===== src/cms_consts.svh =====
// Register offsets, field positions, reset values and fixed codes.
`ifndef CMS_CONSTS_SVH
`define CMS_CONSTS_SVH

`define NUM_REGS      16
`define REG_RESET     8'h00
`define I2C_ADDR_HI   4'ha

`define OFS_SWITCH    8'h00
`define OFS_LOOPBACK  8'h01
`define OFS_EQ_A      8'h02
`define OFS_EQ_B      8'h03
`define OFS_EQ_C      8'h04
`define OFS_PE_A      8'h05
`define OFS_PE_B      8'h06
`define OFS_PE_C      8'h07
`define OFS_LEVEL     8'h08
`define OFS_RXOPT     8'h09
`define OFS_MODE      8'h0f

`define SW_SEL_MSB    3
`define SW_SEL_LSB    0
`define SW_BICAST     4
`define SW_SPEED      5
`define LB_MSB        6
`define LB_LSB        4
`define EQ_MSB        3
`define PE_MSB        2
`define LVL_MSB       5
`define SWAP_MSB      2
`define SQ_MSB        6
`define SQ_LSB        4
`define MODE_MSB      1

`define MODE_PIN      2'h0
`define MODE_ALT_PIN  2'h1
`define MODE_MIXED    2'h2
`define MODE_SERIAL   2'h3

`define EQ_PIN_L0     4'h0
`define EQ_PIN_L1     4'h3
`define EQ_PIN_L2     4'h6
`define EQ_PIN_L3     4'h9
`define PE_PIN_OFF    3'h0
`define PE_PIN_ON     3'h7
`define LVL_400MV     2'h2
`define SQ_PIN_ALL    3'h7
`define SWAP_PIN_NONE 3'h0

`endif


===== src/cms_pkg.sv =====
// Types shared by the control mode select block.
`include "cms_consts.svh"
package cms_pkg;
    typedef logic [`NUM_REGS-1:0][7:0] regimg_t;

    typedef enum logic [2:0] {
        ST_IDLE,
        ST_ADDR,
        ST_OFS,
        ST_WR,
        ST_ACK,
        ST_RD,
        ST_MACK,
        ST_RLOAD
    } i2c_state_e;

    typedef struct packed {
        logic [3:0] lane_sel;
        logic       bicast;
        logic [2:0] loopback;
        logic       speed_4g;
        logic [3:0] eq_a;
        logic [3:0] eq_b;
        logic [3:0] eq_c;
        logic [2:0] pe_a;
        logic [2:0] pe_b;
        logic [2:0] pe_c;
        logic [5:0] level;
        logic [2:0] pn_swap;
        logic [2:0] squelch;
        logic [1:0] mode;
    } ctl_s;
endpackage


===== src/cms_regbank_if.sv =====
// Carrier between the bus target logic and the register memory.
`timescale 1ns/1ps
`default_nettype none
interface cms_regbank_if;
    logic                  we;
    logic [3:0]            waddr;
    logic [7:0]            wdata;
    logic [3:0]            raddr;
    logic [7:0]            rdata;
    cms_pkg::regimg_t      image;

    modport owner (input we, input waddr, input wdata, input raddr,
                   output rdata, output image);
    modport user  (output we, output waddr, output wdata, output raddr,
                   input rdata, input image);
endinterface
`default_nettype wire


===== src/cms_regfile.sv =====
// Register memory with a registered read port and a full image output.
`timescale 1ns/1ps
`default_nettype none
`include "cms_consts.svh"
module cms_regfile (
    input  wire logic    clk,   // system clock
    input  wire logic    rstn,  // synchronous reset, active low
    cms_regbank_if.owner bank   // access port
);
    cms_pkg::regimg_t mem_r;
    logic [7:0]       rdata_r;

    always_ff @(posedge clk) begin
        if (!rstn) begin
            mem_r   <= {`NUM_REGS{`REG_RESET}};
            rdata_r <= `REG_RESET;
        end else begin
            if (bank.we) begin
                mem_r[bank.waddr] <= bank.wdata;
            end
            rdata_r <= mem_r[bank.raddr];
        end
    end

    assign bank.rdata = rdata_r;
    assign bank.image = mem_r;
endmodule
`default_nettype wire


===== src/control_mode_select.sv =====
// Control source selection with its two-wire serial register target.
`timescale 1ns/1ps
`default_nettype none
`include "cms_consts.svh"
module control_mode_select (
    input  wire logic       CLK,           // 125 MHz system clock
    input  wire logic       RSTN,          // chip reset, active low
    input  wire logic       SCL,           // serial clock pin
    input  wire logic       SDA_I,         // serial data pin level
    output logic            SDA_O,         // serial data drive value
    output logic            SDA_OE,        // serial data drive enable
    input  wire logic [2:0] ADDR_PINS,     // target address straps
    input  wire logic [3:0] SEL_PINS,      // lane A/B select pins
    input  wire logic       BICAST_PIN,    // bicast enable pin
    input  wire logic [2:0] LOOPBACK_PINS, // port loopback pins C,B,A
    input  wire logic       SPEED_PIN,     // low speed PE select pin
    input  wire logic [5:0] EQ_PINS,       // EQ pins {C,B,A} x 2
    input  wire logic [2:0] PE_PINS,       // PE pins C,B,A
    output logic [3:0]      LANE_SEL,      // active lane select
    output logic            BICAST,        // active bicast enable
    output logic [2:0]      PORT_LOOPBACK, // active loopback C,B,A
    output logic            SPEED_4G,      // active low speed PE
    output logic [3:0]      EQ_A,          // port A equalizer code
    output logic [3:0]      EQ_B,          // port B equalizer code
    output logic [3:0]      EQ_C,          // port C equalizer code
    output logic [2:0]      PE_A,          // port A pre-emphasis code
    output logic [2:0]      PE_B,          // port B pre-emphasis code
    output logic [2:0]      PE_C,          // port C pre-emphasis code
    output logic [5:0]      OUT_LEVEL,     // output level {C,B,A} x 2
    output logic [2:0]      PN_SWAP,       // input polarity swap C,B,A
    output logic [2:0]      SQUELCH_EN,    // squelch enable C,B,A
    output logic [1:0]      MODE           // active control mode
);
    localparam int NPIN = 23;

    cms_regbank_if bank ();

    logic [NPIN-1:0]     s1_r;
    logic [NPIN-1:0]     s2_r;
    logic [1:0]          prev_r;
    cms_pkg::i2c_state_e state_r;
    cms_pkg::i2c_state_e state_nxt;
    logic [2:0]          cnt_r;
    logic [2:0]          cnt_nxt;
    logic [7:0]          sh_r;
    logic [7:0]          sh_nxt;
    logic [7:0]          tx_r;
    logic [7:0]          tx_nxt;
    logic [7:0]          ptr_r;
    logic [7:0]          ptr_nxt;
    logic                ack_r;
    logic                ack_nxt;
    logic                rw_r;
    logic                rw_nxt;
    logic                ofs_r;
    logic                ofs_nxt;
    logic                wr_en;
    cms_pkg::ctl_s       ctl_r;
    cms_pkg::ctl_s       ctl_nxt;

    function automatic logic [3:0] eq_pin_code(input logic [1:0] p);
        case (p)
            2'h0:    eq_pin_code = `EQ_PIN_L0;
            2'h1:    eq_pin_code = `EQ_PIN_L1;
            2'h2:    eq_pin_code = `EQ_PIN_L2;
            default: eq_pin_code = `EQ_PIN_L3;
        endcase
    endfunction

    cms_regfile u_regs (
        .clk  (CLK),
        .rstn (RSTN),
        .bank (bank)
    );

    wire [NPIN-1:0] pins_raw = {SCL, SDA_I, ADDR_PINS, SEL_PINS, BICAST_PIN,
                                LOOPBACK_PINS, SPEED_PIN, EQ_PINS, PE_PINS};
    wire       scl_s     = s2_r[22];
    wire       sda_s     = s2_r[21];
    wire [2:0] addr_s    = s2_r[20:18];
    wire [3:0] sel_s     = s2_r[17:14];
    wire       bicast_s  = s2_r[13];
    wire [2:0] lb_s      = s2_r[12:10];
    wire       speed_s   = s2_r[9];
    wire [5:0] eq_s      = s2_r[8:3];
    wire [2:0] pe_s      = s2_r[2:0];
    wire       scl_rise  = scl_s & ~prev_r[1];
    wire       scl_fall  = ~scl_s & prev_r[1];
    wire       start_ev  = scl_s & prev_r[1] & ~sda_s & prev_r[0];
    wire       stop_ev   = scl_s & prev_r[1] & sda_s & ~prev_r[0];
    wire [7:0] byte_in   = {sh_r[6:0], sda_s};
    wire       in_range  = (ptr_r[7:4] == 4'h0);
    wire       addr_hit  = (byte_in[7:1] == {`I2C_ADDR_HI, addr_s});

    // Pins are synchronised before use; SCL and SDA keep one more stage.
    // Bus lines reset to their released level, so no false edge follows.
    always_ff @(posedge CLK) begin
        if (!RSTN) begin
            s1_r   <= {2'h3, {(NPIN-2){1'b0}}};
            s2_r   <= {2'h3, {(NPIN-2){1'b0}}};
            prev_r <= 2'h3;
        end else begin
            s1_r   <= pins_raw;
            s2_r   <= s1_r;
            prev_r <= {scl_s, sda_s};
        end
    end

    always_comb begin
        state_nxt = state_r;
        cnt_nxt   = cnt_r;
        sh_nxt    = sh_r;
        tx_nxt    = tx_r;
        ptr_nxt   = ptr_r;
        ack_nxt   = ack_r;
        rw_nxt    = rw_r;
        ofs_nxt   = ofs_r;
        wr_en     = 1'b0;
        if (stop_ev) begin
            state_nxt = cms_pkg::ST_IDLE;
            ack_nxt   = 1'b0;
        end else if (start_ev) begin
            state_nxt = cms_pkg::ST_ADDR;
            cnt_nxt   = 3'h0;
            ack_nxt   = 1'b0;
            ofs_nxt   = 1'b0;
        end else begin
            case (state_r)
                cms_pkg::ST_IDLE: begin
                end
                cms_pkg::ST_ADDR, cms_pkg::ST_OFS, cms_pkg::ST_WR: begin
                    if (scl_rise) begin
                        sh_nxt  = byte_in;
                        cnt_nxt = cnt_r + 3'h1;
                        if (cnt_r == 3'h7) begin
                            state_nxt = cms_pkg::ST_ACK;
                            if (state_r == cms_pkg::ST_ADDR) begin
                                rw_nxt = byte_in[0];
                                if (!addr_hit) begin
                                    state_nxt = cms_pkg::ST_IDLE;
                                end
                            end else if (state_r == cms_pkg::ST_OFS) begin
                                ptr_nxt = byte_in;
                                ofs_nxt = 1'b1;
                            end else begin
                                wr_en   = 1'b1;
                                ptr_nxt = ptr_r + 8'h01;
                            end
                        end
                    end
                end
                cms_pkg::ST_ACK: begin
                    if (scl_fall) begin
                        ack_nxt = ~ack_r;
                        if (ack_r && rw_r) begin
                            tx_nxt    = in_range ? bank.rdata : 8'h00;
                            ptr_nxt   = ptr_r + 8'h01;
                            cnt_nxt   = 3'h0;
                            state_nxt = cms_pkg::ST_RD;
                        end else if (ack_r) begin
                            cnt_nxt   = 3'h0;
                            state_nxt = ofs_r ? cms_pkg::ST_WR
                                              : cms_pkg::ST_OFS;
                        end
                    end
                end
                cms_pkg::ST_RD: begin
                    if (scl_rise) begin
                        cnt_nxt = cnt_r + 3'h1;
                    end else if (scl_fall) begin
                        if (cnt_r == 3'h0) begin
                            state_nxt = cms_pkg::ST_MACK;
                        end else begin
                            tx_nxt = {tx_r[6:0], 1'b0};
                        end
                    end
                end
                cms_pkg::ST_MACK: begin
                    if (scl_rise) begin
                        state_nxt = sda_s ? cms_pkg::ST_IDLE
                                          : cms_pkg::ST_RLOAD;
                    end
                end
                cms_pkg::ST_RLOAD: begin
                    if (scl_fall) begin
                        tx_nxt    = in_range ? bank.rdata : 8'h00;
                        ptr_nxt   = ptr_r + 8'h01;
                        cnt_nxt   = 3'h0;
                        state_nxt = cms_pkg::ST_RD;
                    end
                end
                default: state_nxt = cms_pkg::ST_IDLE;
            endcase
        end
    end

    always_ff @(posedge CLK) begin
        if (!RSTN) begin
            state_r <= cms_pkg::ST_IDLE;
            cnt_r   <= 3'h0;
            sh_r    <= 8'h00;
            tx_r    <= 8'h00;
            ptr_r   <= 8'h00;
            ack_r   <= 1'b0;
            rw_r    <= 1'b0;
            ofs_r   <= 1'b0;
        end else begin
            state_r <= state_nxt;
            cnt_r   <= cnt_nxt;
            sh_r    <= sh_nxt;
            tx_r    <= tx_nxt;
            ptr_r   <= ptr_nxt;
            ack_r   <= ack_nxt;
            rw_r    <= rw_nxt;
            ofs_r   <= ofs_nxt;
        end
    end

    // Reserved mode bits are stored as zero; unmapped offsets are dropped.
    assign bank.we    = wr_en & in_range;
    assign bank.waddr = ptr_r[3:0];
    assign bank.wdata = (ptr_r == `OFS_MODE) ? {6'h00, byte_in[1:0]}
                                              : byte_in;
    assign bank.raddr = ptr_r[3:0];
    assign SDA_O      = 1'b0;
    assign SDA_OE     = ack_r | ((state_r == cms_pkg::ST_RD) & ~tx_r[7]);

    wire [7:0] r_sw  = bank.image[`OFS_SWITCH];
    wire [7:0] r_opt = bank.image[`OFS_RXOPT];
    wire [1:0] mode  = bank.image[`OFS_MODE][`MODE_MSB:0];
    // Serial mode ignores the control pins.
    // Serial mode takes switch settings too.
    wire       reg_sw = (mode == `MODE_SERIAL);
    // Mixed or serial take the analog settings.
    // Mode 01 falls through to pin control.
    wire       reg_fx = (mode == `MODE_MIXED) | (mode == `MODE_SERIAL);

    assign ctl_nxt.lane_sel = reg_sw ? r_sw[`SW_SEL_MSB:`SW_SEL_LSB] : sel_s;
    assign ctl_nxt.bicast   = reg_sw ? r_sw[`SW_BICAST] : bicast_s;
    assign ctl_nxt.loopback = reg_sw ?
                              bank.image[`OFS_LOOPBACK][`LB_MSB:`LB_LSB] : lb_s;
    assign ctl_nxt.speed_4g = reg_sw ? r_sw[`SW_SPEED] : speed_s;
    assign ctl_nxt.eq_a = reg_fx ? bank.image[`OFS_EQ_A][`EQ_MSB:0]
                                 : eq_pin_code(eq_s[1:0]);
    assign ctl_nxt.eq_b = reg_fx ? bank.image[`OFS_EQ_B][`EQ_MSB:0]
                                 : eq_pin_code(eq_s[3:2]);
    assign ctl_nxt.eq_c = reg_fx ? bank.image[`OFS_EQ_C][`EQ_MSB:0]
                                 : eq_pin_code(eq_s[5:4]);
    assign ctl_nxt.pe_a = reg_fx ? bank.image[`OFS_PE_A][`PE_MSB:0]
                                 : (pe_s[0] ? `PE_PIN_ON : `PE_PIN_OFF);
    assign ctl_nxt.pe_b = reg_fx ? bank.image[`OFS_PE_B][`PE_MSB:0]
                                 : (pe_s[1] ? `PE_PIN_ON : `PE_PIN_OFF);
    assign ctl_nxt.pe_c = reg_fx ? bank.image[`OFS_PE_C][`PE_MSB:0]
                                 : (pe_s[2] ? `PE_PIN_ON : `PE_PIN_OFF);
    assign ctl_nxt.level = reg_fx ? bank.image[`OFS_LEVEL][`LVL_MSB:0]
                                  : {3{`LVL_400MV}};
    assign ctl_nxt.pn_swap = reg_fx ? r_opt[`SWAP_MSB:0] : `SWAP_PIN_NONE;
    assign ctl_nxt.squelch = reg_fx ? r_opt[`SQ_MSB:`SQ_LSB] : `SQ_PIN_ALL;
    assign ctl_nxt.mode    = mode;

    // Reset clears every output to zero; pin-mode values load on the first cycle after reset.
    always_ff @(posedge CLK) begin
        if (!RSTN) begin
            ctl_r <= '0;
        end else begin
            ctl_r <= ctl_nxt;
        end
    end

    assign LANE_SEL      = ctl_r.lane_sel;
    assign BICAST        = ctl_r.bicast;
    assign PORT_LOOPBACK = ctl_r.loopback;
    assign SPEED_4G      = ctl_r.speed_4g;
    assign EQ_A          = ctl_r.eq_a;
    assign EQ_B          = ctl_r.eq_b;
    assign EQ_C          = ctl_r.eq_c;
    assign PE_A          = ctl_r.pe_a;
    assign PE_B          = ctl_r.pe_b;
    assign PE_C          = ctl_r.pe_c;
    assign OUT_LEVEL     = ctl_r.level;
    assign PN_SWAP       = ctl_r.pn_swap;
    assign SQUELCH_EN    = ctl_r.squelch;
    assign MODE          = ctl_r.mode;
endmodule
`default_nettype wire


===== config.mk =====
export PLATFORM = sky130hd
export DESIGN_NAME = control_mode_select
export DESIGN_NICKNAME = d
export VERILOG_FILES = /design/src/cms_pkg.sv /design/src/cms_regbank_if.sv /design/src/cms_regfile.sv /design/src/control_mode_select.sv
export VERILOG_INCLUDE_DIRS = /design/src
export SDC_FILE = /design/constraint.sdc
export NUM_CORES = 1
export LEC_CHECK = 0
export BUFFER_PORTS_ARGS = -buffer_cell sky130_fd_sc_hd__buf_2
export CORE_UTILIZATION = 60
export CTS_BUF_LIST = sky130_fd_sc_hd__clkbuf_2 sky130_fd_sc_hd__clkbuf_4 sky130_fd_sc_hd__clkbuf_8
export DETAILED_ROUTE_END_ITERATION = 8
export MAX_ROUTING_LAYER = met4
export PLACE_DENSITY_LB_ADDON = 0.12
export SYNTH_ARGS = -nofsm -noshare
export SYNTH_HDL_FRONTEND = slang
export SYNTH_HIERARCHICAL = 1
export SYNTH_SLANG_ARGS = --single-unit

===== constraint.sdc =====
create_clock -name CLK -period 6.51 [get_ports CLK]
set_clock_uncertainty 0.1 [all_clocks]
set_input_delay 1.302 -clock CLK [delete_from_list [all_inputs] [get_ports CLK]]
set_output_delay 1.302 -clock CLK [all_outputs]
set_load 0.1 [all_outputs]

==> results of run 1 <==
[kinds of logic after synthesis]
family          synth area share [%]
buf+inv                         3.87
flops                           47.2
fa+ha+maj                       1.48
mux                             15.8
xor+xnor                       0.398
other cells                   0.0340
simple gates                    19.3
compound gates                  11.9
[worst max-delay path: cells and delay by family (launching register included)]
kind                   cells  cell delay [ps]
AOI/OAI and AO/OA          1              170
buffers and inverters      1              410
and+or+nand+nor            1              520
DFF                        1              690
[power by group]
part | switching [W] | total [W] | internal, W
Sequential | 0.00000832 | 0.00162 | 0.00161
Clock | 0.000629 | 0.00145 | 0.000825
Combinational | 0.0000972 | 0.000135 | 0.0000375
Total | 0.000734 | 0.00321 | 0.00248
[metal layers]
layer	up-vias	share of wire (%)	track usage [%]
met2	235	47	44.0
met1	3875	45	36.1
met4	0	2.4	9.52
li1	3974	-	-
met3	43	5.8	4.89
met5	-	0	-
[sequential cells by signal, summed over array words and instances, names as in the netlist, 4 cells and up]
register	count
ptr_r	8
EQ_B	4
EQ_A	4
s2_r	23
s1_r	23
u_regs/bank.rdata	8
sh_r	7
LANE_SEL	4
OUT_LEVEL	6
EQ_C	4
tx_r	8
u_regs/bank.image	128
[cell type report]
class,instances,share of cell area (%)
Inverter,19,0.582
Sequential cell,260,42.5
Clock buffer,70,6.95
Tap cell,229,2.34
Timing Repair Buffer,77,3.33
Clock inverter,6,0.317
Multi-Input combinational cell,769,44.0
[worst max path at each step]
stage                            startpoint                                 end  cells past startpoint  slack (ps)
floorplan           state_r[0]$_SDFFE_PP0P_                              SDA_OE                      4        3590
global placement                       RSTN  u_regs/bank.image[55]$_SDFFE_PN0P_                      4        3140
detailed placement                     RSTN  u_regs/bank.image[63]$_SDFFE_PN0P_                      4        3100
CTS                 state_r[0]$_SDFFE_PP0P_                              SDA_OE                      3        2780
global route        state_r[0]$_SDFFE_PP0P_                              SDA_OE                      3        2680
finish              state_r[0]$_SDFFE_PP0P_                              SDA_OE                      3        2760
[synth_stat cells, types with 3 or more instances]
master,count
dfxtp_1,260
a21oi_1,44
and2_1,51
mux4_2,20
a31oi_1,6
nand3_1,27
inv_1,19
nor2_1,56
a211oi_1,10
and3_1,10
mux2i_1,120
nand2_1,110
a311oi_1,3
o21ai_0,56
buf_2,17
o221ai_1,4
buf_1,5
a22oi_1,12
ha_1,13
buf_4,5
xor2_1,3
clkbuf_1,54
o211ai_1,6
nor3_4,3
mux2_2,8
a21boi_0,49
nor3_1,3
nand2b_1,19
nor2b_1,88
o22ai_1,4
[stage by stage]
step	instances	util, %	power (W)
floorplan	1130	-	0.00176
global placement	1354	63.2	0.00179
detailed placement	1354	63.2	0.00179
CTS	1430	68.2	0.00323
global route	1430	68.2	0.00331
finish	1430	68.2	0.00321
==> results.txt, run 1 <==
Power spread over the standard cell area amounts to 262 mW/mm^2. Dividing the detail-routed wire length by the instance count gives 17.6 um. The worst setup slack before clock tree synthesis is between 3000 and 4000 ps. The global-route wire length before repair is about 40000 um. STA classifies the critical path startpoint as a register. The pre-antenna-repair detailed-routing pass consisted of 5 iterations. The worst register-to-register path ends at u_regs/bank.image[113]$_SDFFE_PN0P_. For this configuration, the core starts out at a cell density of around 60%. For this run, the top clock speed supported by timing is 267 MHz.

The sequential area share after synthesis came out at 47.2%. The iteration-0 DRC count of the detailed router is approximately 440. The worst path meets setup with around 2800 ps of slack. Counting distinct cell types in the post-synthesis netlist gives 62. The wire-length estimate of the detail-placed layout is 15900 um.

Setup violations remaining at the end of the flow were counted as 0. Summing all multi-input logic gate instances after layout gives between 0.005 and 0.006 sq mm. The leakage power summed over all cells came out at 4.64 nW. The die is approximately 140 um tall.

The highest ir drop seen on vdd is approximately 0.00027 V. The residual DRC count is 0. The flow ran to the end, and the final reports show no timing, DRC or antenna violations. The layout overhead on the synthesized area came out at 11.2%. The area of the die came out at 0.0189 sq mm. The worst path uses about 58% of the clock period.

CTS placed an instance of clkbuf_8 at the clock tree root. The hold-fix buffer count after cts came out at 0. Walking the worst path, the cells encountered are and3_1, a21o_1, buf_2.

The final-layout worst hold slack is approximately 310 ps. Clock latency on the worst-skew pair, taken at its later pin, is around 550 ps. In the synthesized netlist, the number of instances is ~1100. The end point of the most critical hold path is s2_r[22]$_SDFF_PN1_. The repair_antennas step left the layout with diodes totalling 0. The largest individual stage delay along the critical path comes from the cell dfxtp_1. The startpoint identified for the worst hold timing path is s1_r[22]$_SDFF_PN1_. The hold violation total from the final report is 0.

In this run the biggest area consumer among cell types represents between 40% and 50% of the synthesized area. Gates resized during post-CTS repair numbered 0. The post-synthesis area per instance came out at 9.75 sq um. The number of buffers inserted during clock tree synthesis is 42. Data arrives at the worst endpoint at around 2400 ps. The pin count of the biggest net entering global routing came out at between 70 and 80. The TritonCTS clock tree is built. The total via count after detailed routing came out at around 8100. The I/O pin count is between 70 and 80. The total global routing overflow came out at 0.

The footprint of the flip-flops and latches is about 0.0052 sq mm. The number of sinks on the clock net came out at 260. The max-slew violation total from the final report is 0. The worst setup path is of the register to primary output kind.

The share of cells above drive strength 1 came out at between 15 and 20%. The congestion estimate from routability-driven global placement came to 0.921. Headroom to the max-slew limit came out at a little under a third. The startpoint identified for the worst register-to-register timing path is state_r[1]$_SDFFE_PP0P_. The max-capacitance violation count is 0. Adding up every negative setup slack in the final design gives 0 ps.

The total cell area at the placement stage is between 0.01 and 0.015 sq mm. The count of fill cells added during filler insertion came out at between 1000 and 1500. Setup repair after global routing left no endpoint under its margin. The leading area contributor after synthesis is dfxtp_1. Of all nets on the critical path, the largest fanout is 19. The slack of the worst reg-to-reg path came out at 3350 ps. Along the worst hold path, the cell count comes to 1. The CTS H-tree depth is 2.

The most common cell after layout, fill and taps aside is dfxtp_1. After synthesis, the share of flip-flops with an asynchronous set or reset is 0%. The die outline width is about 140 um.

The count of flip-flops with a built-in enable after synthesis came out at 0. The total global-route track usage is 27.9%. At the pin with the least slew margin, the transition time is approximately 1000 ps. The finished layout cell area is approximately 0.012 sq mm.

The initial antenna violation count is 0. The number of flip-flops and latches in the synthesized netlist came out at 260. The total wirelength of the detailed-routed design came out at 25100 um. The mean number of vias per cell came out at about 5.7. For this run, the slowest stage of the critical path takes between 600 and 700 ps. After clock tree synthesis, the clock-pin slew on the worst setup and hold paths is 60 ps. The summed instance area of the synthesized netlist came out at about 0.011 sq mm. The worst-case reg-to-reg path depth is 7. The maximum count of clock buffers along a single path is 3. Among all flip-flop cells after synthesis, the most frequent one is dfxtp_1. The buffer count from post-CTS setup fixing is 0. The core region is 0.0180 sq mm. In the layout the commonest cells are 258 x dfxtp_1, 120 x mux2i_1, 110 x nand2_1. After synthesis, the cell types taking the most area are dfxtp_1 47%, mux2i_1 11%, nor2b_1 5.0%.

The required arrival time at the worst endpoint is a little over 5000 ps. The post-route antenna net violation count is 0. Subtracting the final worst setup slack from the clock period gives between 3000 and 4000 ps. The final layout net count came out at 1207. When the netlist entered floorplanning its net count stood at 1168. The via count of the first global-routing pass is 7583. During synthesis, Yosys emitted a total of 6 warnings. STA classifies the critical path endpoint as a primary output. The worst min-delay path category is register to register.

The count of input and output buffers came out at about 70. The floorplan has a little under 50 rows.
Note: power is estimated with default switching activity, not from simulation.
==> run 2, diff against run 1 <==
==> constraint.sdc (replaced) <==
create_clock -name CLK -period 3.75 [get_ports CLK]
set_clock_uncertainty 0.1 [all_clocks]
set_input_delay 0.75 -clock CLK [delete_from_list [all_inputs] [get_ports CLK]]
set_output_delay 0.75 -clock CLK [all_outputs]
set_load 0.1 [all_outputs]
==> results.txt, run 2 (same netlist as run 1, synthesis figures left out) <==
In the layout the commonest cells are 258 x dfxtp_1, 120 x mux2i_1, 110 x nand2_1. The count of input and output buffers came out at 69 (unchanged). The number of buffers inserted during clock tree synthesis is 41 (-2.4%). The routed length per instance came out at 17.7 um (+0.72%). The mean number of vias per cell is 5.69 (+0.18%). The clock latency of the later-clocked register in the worst-skew pair is 550 ps (about the same). The largest stage delay on the critical path is 710 ps (+20 ps). The worst setup slack before clock tree synthesis came out at 864 ps (-2240 ps). The hold-critical path depth came out at 2 (+1).

The final-report setup violation count was 0 (unchanged). The flip-flop count of the largest register, all copies and words added came to 128 (unchanged). The post-layout worst setup margin is 553 ps (-2210 ps). The maximum count of clock buffers along a single path is 3 (unchanged).

The required arrival time at the worst endpoint is 2900 ps (-2210 ps). The global-route wire length before repair is 39600 um (+0.44%). The library cell used most frequently in the layout, excluding fill and tap cells, is dfxtp_1. The final non-filler cell total is 1433 (+0.21%).

Setup repair after global routing left no endpoint under its margin. The number of placement rows came to 49 (unchanged). The maximum fanout encountered on the critical timing path came to 19 (unchanged). The max-capacitance violation count is 0 (unchanged).

The worst-case reg-to-reg path depth came out at 7 (unchanged). TritonCTS built the clock tree. The half-perimeter wire length after placement came out at 16100 um (+1.8%). The clock input transition at the sequential cells of the worst setup and hold paths is 60 ps (about the same). The worst path arrival time came out at 2350 ps (about the same). The max-slew violation total from the final report was 0 (unchanged). The CTS H-tree depth was 2 (unchanged). The total wirelength of the detailed-routed design was 25300 um (+0.93%). The final-layout setup total negative slack came out at 0 ps (unchanged). The die outline width came out at 138 um (unchanged). The highest ir drop seen on vdd came to 0.000443 V (+63%).

The pin count of the biggest net entering global routing came to 99 (+34%). The via count of the first global-routing pass is 7615 (+0.42%). Static timing analysis puts the maximum clock frequency at 313 MHz. STA classifies the critical path endpoint as a primary output.

The number of optimization iterations in the first detailed-route pass is 6 (+1). The leakage power summed over all cells came out at 4.66 nW (+0.60%). The final layout net count is 1212 (+0.41%). The clock period minus worst slack is 3200 ps. The number of sinks on the clock net came to 260 (unchanged). The routability-driven placement congestion ratio came to 0.891 (-3.3%). The slowest stage of the critical path is the dfxtp_1 cell. The effective utilization at floorplan came out at 61.3% (unchanged). The hold violation total from the final report is 0 (unchanged). The I/O pin count came out at 71 (unchanged). The total global routing overflow came out at 0 (unchanged).

The post-cts gate resize count came out at 0 (unchanged). The normalized max-slew margin came to 31.4% (-0.52 points). The residual DRC count came to 0 (unchanged).

The hold-fix buffer count after cts was 0 (unchanged). The area of the die came to 0.0189 sq mm (unchanged). The total via count after detailed routing is 8159 (+0.39%). The transition at the pin with the smallest max-transition slack came out at 1020 ps (+4.76 ps). Walking the worst path, the cells encountered are and3_1, a21o_1, buf_2. The buffer count from post-CTS setup fixing came to 0 (unchanged). The layout overhead on the synthesized area came out at 11.7%. The total core area is 0.0180 sq mm (unchanged). The vertical die dimension came out at 138 um (unchanged). The run finished with clean final reports. The power per cell area came out at 452 mW/mm^2 (+72%). The critical path is of the register to primary output type. The post-route antenna net violation count came out at 0 (unchanged). The total global-route track usage is 28.2% (+0.25 points). The share of cells above drive strength 1 is 16.6% (+0.14 points).

The initial antenna violation count came out at 0 (unchanged). STA classifies the critical path startpoint as a register. The number of cells after detailed placement was 1360 (+0.44%). In this run the worst hold path is classified as input port to register.

The iteration-0 DRC count of the detailed router came out at 544 (+24%). The clock root buffer is clkbuf_8. The post-route fraction of the period consumed by the critical path came out at 85.2%.
run 2: changes by cell type in the layout (fill, tap and decap cells not counted), sizes merged:
cell / change
diode: +1
inv: -1
clkbuf: -2
buf: +6
clkinvlp: -1
run 2: per-stage QoR:
step | hold slack, ps | util, % | power [W] | cell area [sq um]
3_5_place_dp | 294 | 63.6 | 0.00311 | 11400
5_1_grt | 259 | 68.5 | 0.00573 | 12300
2_1_floorplan | 286 | - | 0.00306 | 11000
6_report | 275 | 68.5 | 0.00556 | 12300
4_1_cts | 253 | 68.5 | 0.00560 | 12300
3_3_place_gp | 295 | 63.6 | 0.00311 | 11400
run 2: where the power goes:
| group | switching, W | leakage, nW | internal [W] |
|---|---|---|---|
| logic | 0.000169 | 2.08 | 0.0000653 |
| registers | 0.0000151 | 2.11 | 0.00280 |
| clock network | 0.00107 | 0.470 | 0.00144 |
run 2: final cells by class:
cell class,count,area (sq um)
Clock buffer,68,861
Clock inverter,4,22.5
Inverter,19,71.3
Antenna cell,1,2.50
Tap cell,229,287
Sequential cell,260,5210
Timing Repair Buffer,83,465
Multi-Input combinational cell,769,5390
Fill cell,1468,5660
run 2: worst max-delay path, delay by kind of cell (launching register included):
family                 cells  cell delay, ps
AO/OA/AOI/OAI              1             170
AND/OR/NAND/NOR            1             500
flip-flops                 1             710
buffers and inverters      1             410
run 2: final timing paths:
path                           startpoint                                 end  slack, ps
setup reg to reg      s2_r[22]$_SDFF_PN1_  u_regs/bank.image[37]$_SDFFE_PN0P_        780
hold reg to reg       s1_r[21]$_SDFF_PN1_                 s2_r[21]$_SDFF_PN1_        310
setup / recovery  state_r[2]$_SDFFE_PP0P_                              SDA_OE        550
hold / removal                        SCL                 s1_r[22]$_SDFF_PN1_        280
run 2: layer usage:
metal	track usage, %	routed length [um]	share of wire (%)	up-vias
met1	35.5	11200	44	3864
met5	-	0	0	-
li1	-	-	-	3987
met2	44.4	12100	48	261
met4	11.1	638	2.5	0
met3	5.45	1460	5.8	47
==> run 3, diff against run 2 <==
--- a/config.mk
+++ b/config.mk
@@ -11,7 +11,7 @@
 export CTS_BUF_LIST = sky130_fd_sc_hd__clkbuf_2 sky130_fd_sc_hd__clkbuf_4 sky130_fd_sc_hd__clkbuf_8
 export DETAILED_ROUTE_END_ITERATION = 8
 export MAX_ROUTING_LAYER = met4
-export PLACE_DENSITY_LB_ADDON = 0.12
+export PLACE_DENSITY_LB_ADDON = 0.1
 export SYNTH_ARGS = -nofsm -noshare
 export SYNTH_HDL_FRONTEND = slang
 export SYNTH_HIERARCHICAL = 1
==> results.txt, run 3 (same netlist as run 1, synthesis figures left out) <==
The half-perimeter wire length after placement was 16400 um (+1.5%). The via count of the first global-routing pass was 7460 (-2.0%). The leakage power summed over all cells was 4.65 nW (-0.21%).

The vertical die dimension was 138 um (unchanged). The largest stage delay on the critical path is 690 ps (-20 ps). The initial antenna violation count was 0 (unchanged).

The maximum count of clock buffers along a single path came out at 3 (unchanged). The final-layout setup total negative slack came to 0 ps (unchanged). The clock input transition at the sequential cells of the worst setup and hold paths is 60 ps (about the same).

The pin count of the biggest net entering global routing came out at 126 (+27%). The effective utilization at floorplan is 61.3% (unchanged). The mean number of vias per cell is 5.67 (-0.36%). The iteration-0 DRC count of the detailed router came out at 588 (+8.1%).

The max-slew violation total from the final report is 0 (unchanged). STA classifies the critical path startpoint as a register. The master of the slowest instance on the critical path is dfxtp_1. The transition at the pin with the smallest max-transition slack was 987 ps (-37.2 ps). The max-capacitance violation count came out at 0 (unchanged). The final-layout worst hold slack is 289 ps (+13.3 ps). The global-route wire length before repair came out at 40000 um (+1.0%). The hold violation total from the final report came out at 0 (unchanged). The I/O pin count is 71 (unchanged). The number of sinks on the clock net came out at 260 (unchanged).

The worst register-to-register path begins at s2_r[22]$_SDFF_PN1_. The final layout net count is 1218 (+0.50%). The TritonCTS clock tree is built. The run finished with clean final reports.

The worst setup path is captured at a primary output. The highest ir drop seen on vdd is 0.000444 V (+0.18%). The antenna diode instance count came out at 0 (-1). Tracing the worst setup path back leads to its startpoint at state_r[0]$_SDFFE_PP0P_. The number of placement rows came to 49 (unchanged).

The area of the die is 0.0189 sq mm (unchanged). The routability-driven placement congestion ratio came out at 0.897 (+0.62%). Leaving out fill and tap cells, the most frequent cell in the layout is dfxtp_1.

The signal on the critical path passes through and3_1, a21o_1, buf_2. The final-report setup violation count is 0 (unchanged). The total global-route track usage was 28.4% (+0.23 points). The worst path arrival time came to 2300 ps (-50 ps). In the layout the commonest cells are 258 x dfxtp_1, 120 x mux2i_1, 110 x nand2_1. The total core area came out at 0.0180 sq mm (unchanged). The total global routing overflow came out at 0 (unchanged). The total wirelength of the detailed-routed design was 25600 um (+0.91%).

The required arrival time at the worst endpoint was 2900 ps (about the same). The residual DRC count came out at 0 (unchanged). The post-route fraction of the period consumed by the critical path came out at 84.1% (-1.2 points). The tree is rooted in a clkbuf_8. The count of fill cells added during filler insertion came out at 1468 (unchanged). The hold-fix buffer count after cts came out at 0 (unchanged). The critical setup path kind is register to primary output. The power per cell area is 443 mW/mm^2 (-1.9%). The post-cts gate resize count is 0 (unchanged). The startpoint identified for the worst hold timing path is SCL. The post-route antenna net violation count came out at 0 (unchanged). The clock period minus worst slack is 3150 ps (-43.5 ps). Setup repair after global routing left no endpoint under its margin. The maximum fanout encountered on the critical timing path came out at 19 (unchanged).

The share of cells above drive strength 1 is 16.6% (unchanged). The count of input and output buffers is 69 (unchanged). The fmax came out at 317 MHz (+1.4%). The buffer count from post-CTS setup fixing is 0 (unchanged). The die outline width is 138 um (unchanged).

The tightest min-delay check is of the input port to register type. The CTS H-tree depth came out at 2 (unchanged). The flip-flop count of the largest register, all copies and words added came out at 128 (unchanged). The routed length per instance was 17.9 um (+0.98%). The layout overhead on the synthesized area is 11.5%. The normalized max-slew margin came out at 34.1% (+2.7 points). The clock latency of the later-clocked register in the worst-skew pair is 540 ps (about the same). The number of optimization iterations in the first detailed-route pass came out at 7 (+1). The number of buffers inserted during clock tree synthesis came out at 42 (+2.4%). The total via count after detailed routing is 8124 (-0.43%).
==> run 3: metrics by stage <==
step / util (%) / setup slack [ps] / instances / cell area (sq um) / total power, W
5_1_grt: 68.4 / 472 / 1432 / 12300 / 0.00563
3_3_place_gp: 63.8 / 931 / 1365 / 11500 / 0.00311
3_5_place_dp: 63.8 / 877 / 1365 / 11500 / 0.00311
6_report: 68.4 / 597 / 1432 / 12300 / 0.00545
2_1_floorplan: - / 1380 / 1130 / 11000 / 0.00306
4_1_cts: 68.4 / 585 / 1432 / 12300 / 0.00549
==> run 3: cell type report <==
cell class                 count  area (sq um)  area share [%]
clock buffer                  62           785            6.39
inverter                      19          71.3           0.581
tap                          229           287            2.33
multi-input combinational    769          5390            43.8
sequential                   260          5210            42.4
timing repair buffer          88           515            4.20
clock inverter                 5          33.8           0.275
==> run 3: per-layer routing <==
layer	share of wire, %	global-route usage [%]	routed length, um	vias up
met2	46	43.5	11800	222
li1	-	-	-	3987
met5	0	-	0	-
met4	2.1	9.83	527	0
met1	46	37.9	11900	3869
met3	5.4	4.64	1380	46
==> run 3: final timing paths <==
path                                                      endpoint  slack [ps]  cells past startpoint
worst max register to register  u_regs/bank.image[34]$_SDFFE_PN0P_         810                      7
worst min register to register                 s2_r[21]$_SDFF_PN1_         300                      1
worst max-delay path                                        SDA_OE         600                      3
worst min-delay path                           s1_r[22]$_SDFF_PN1_         290                      2
==> run 3: critical path: cells and delay by family, from the launching register on <==
family,cells,cell delay (ps)
compound gates,1,170
buf+inv,1,410
flops,1,690
simple gates,1,490
==> run 3: power breakdown <==
| part | leakage [nW] | total (W) | internal (W) | switching [W] |
|---|---|---|---|---|
| Sequential | 2.11 | 0.00281 | 0.00280 | 0.0000148 |
| Combinational | 2.11 | 0.000236 | 0.0000670 | 0.000169 |
| Clock | 0.430 | 0.00239 | 0.00133 | 0.00107 |
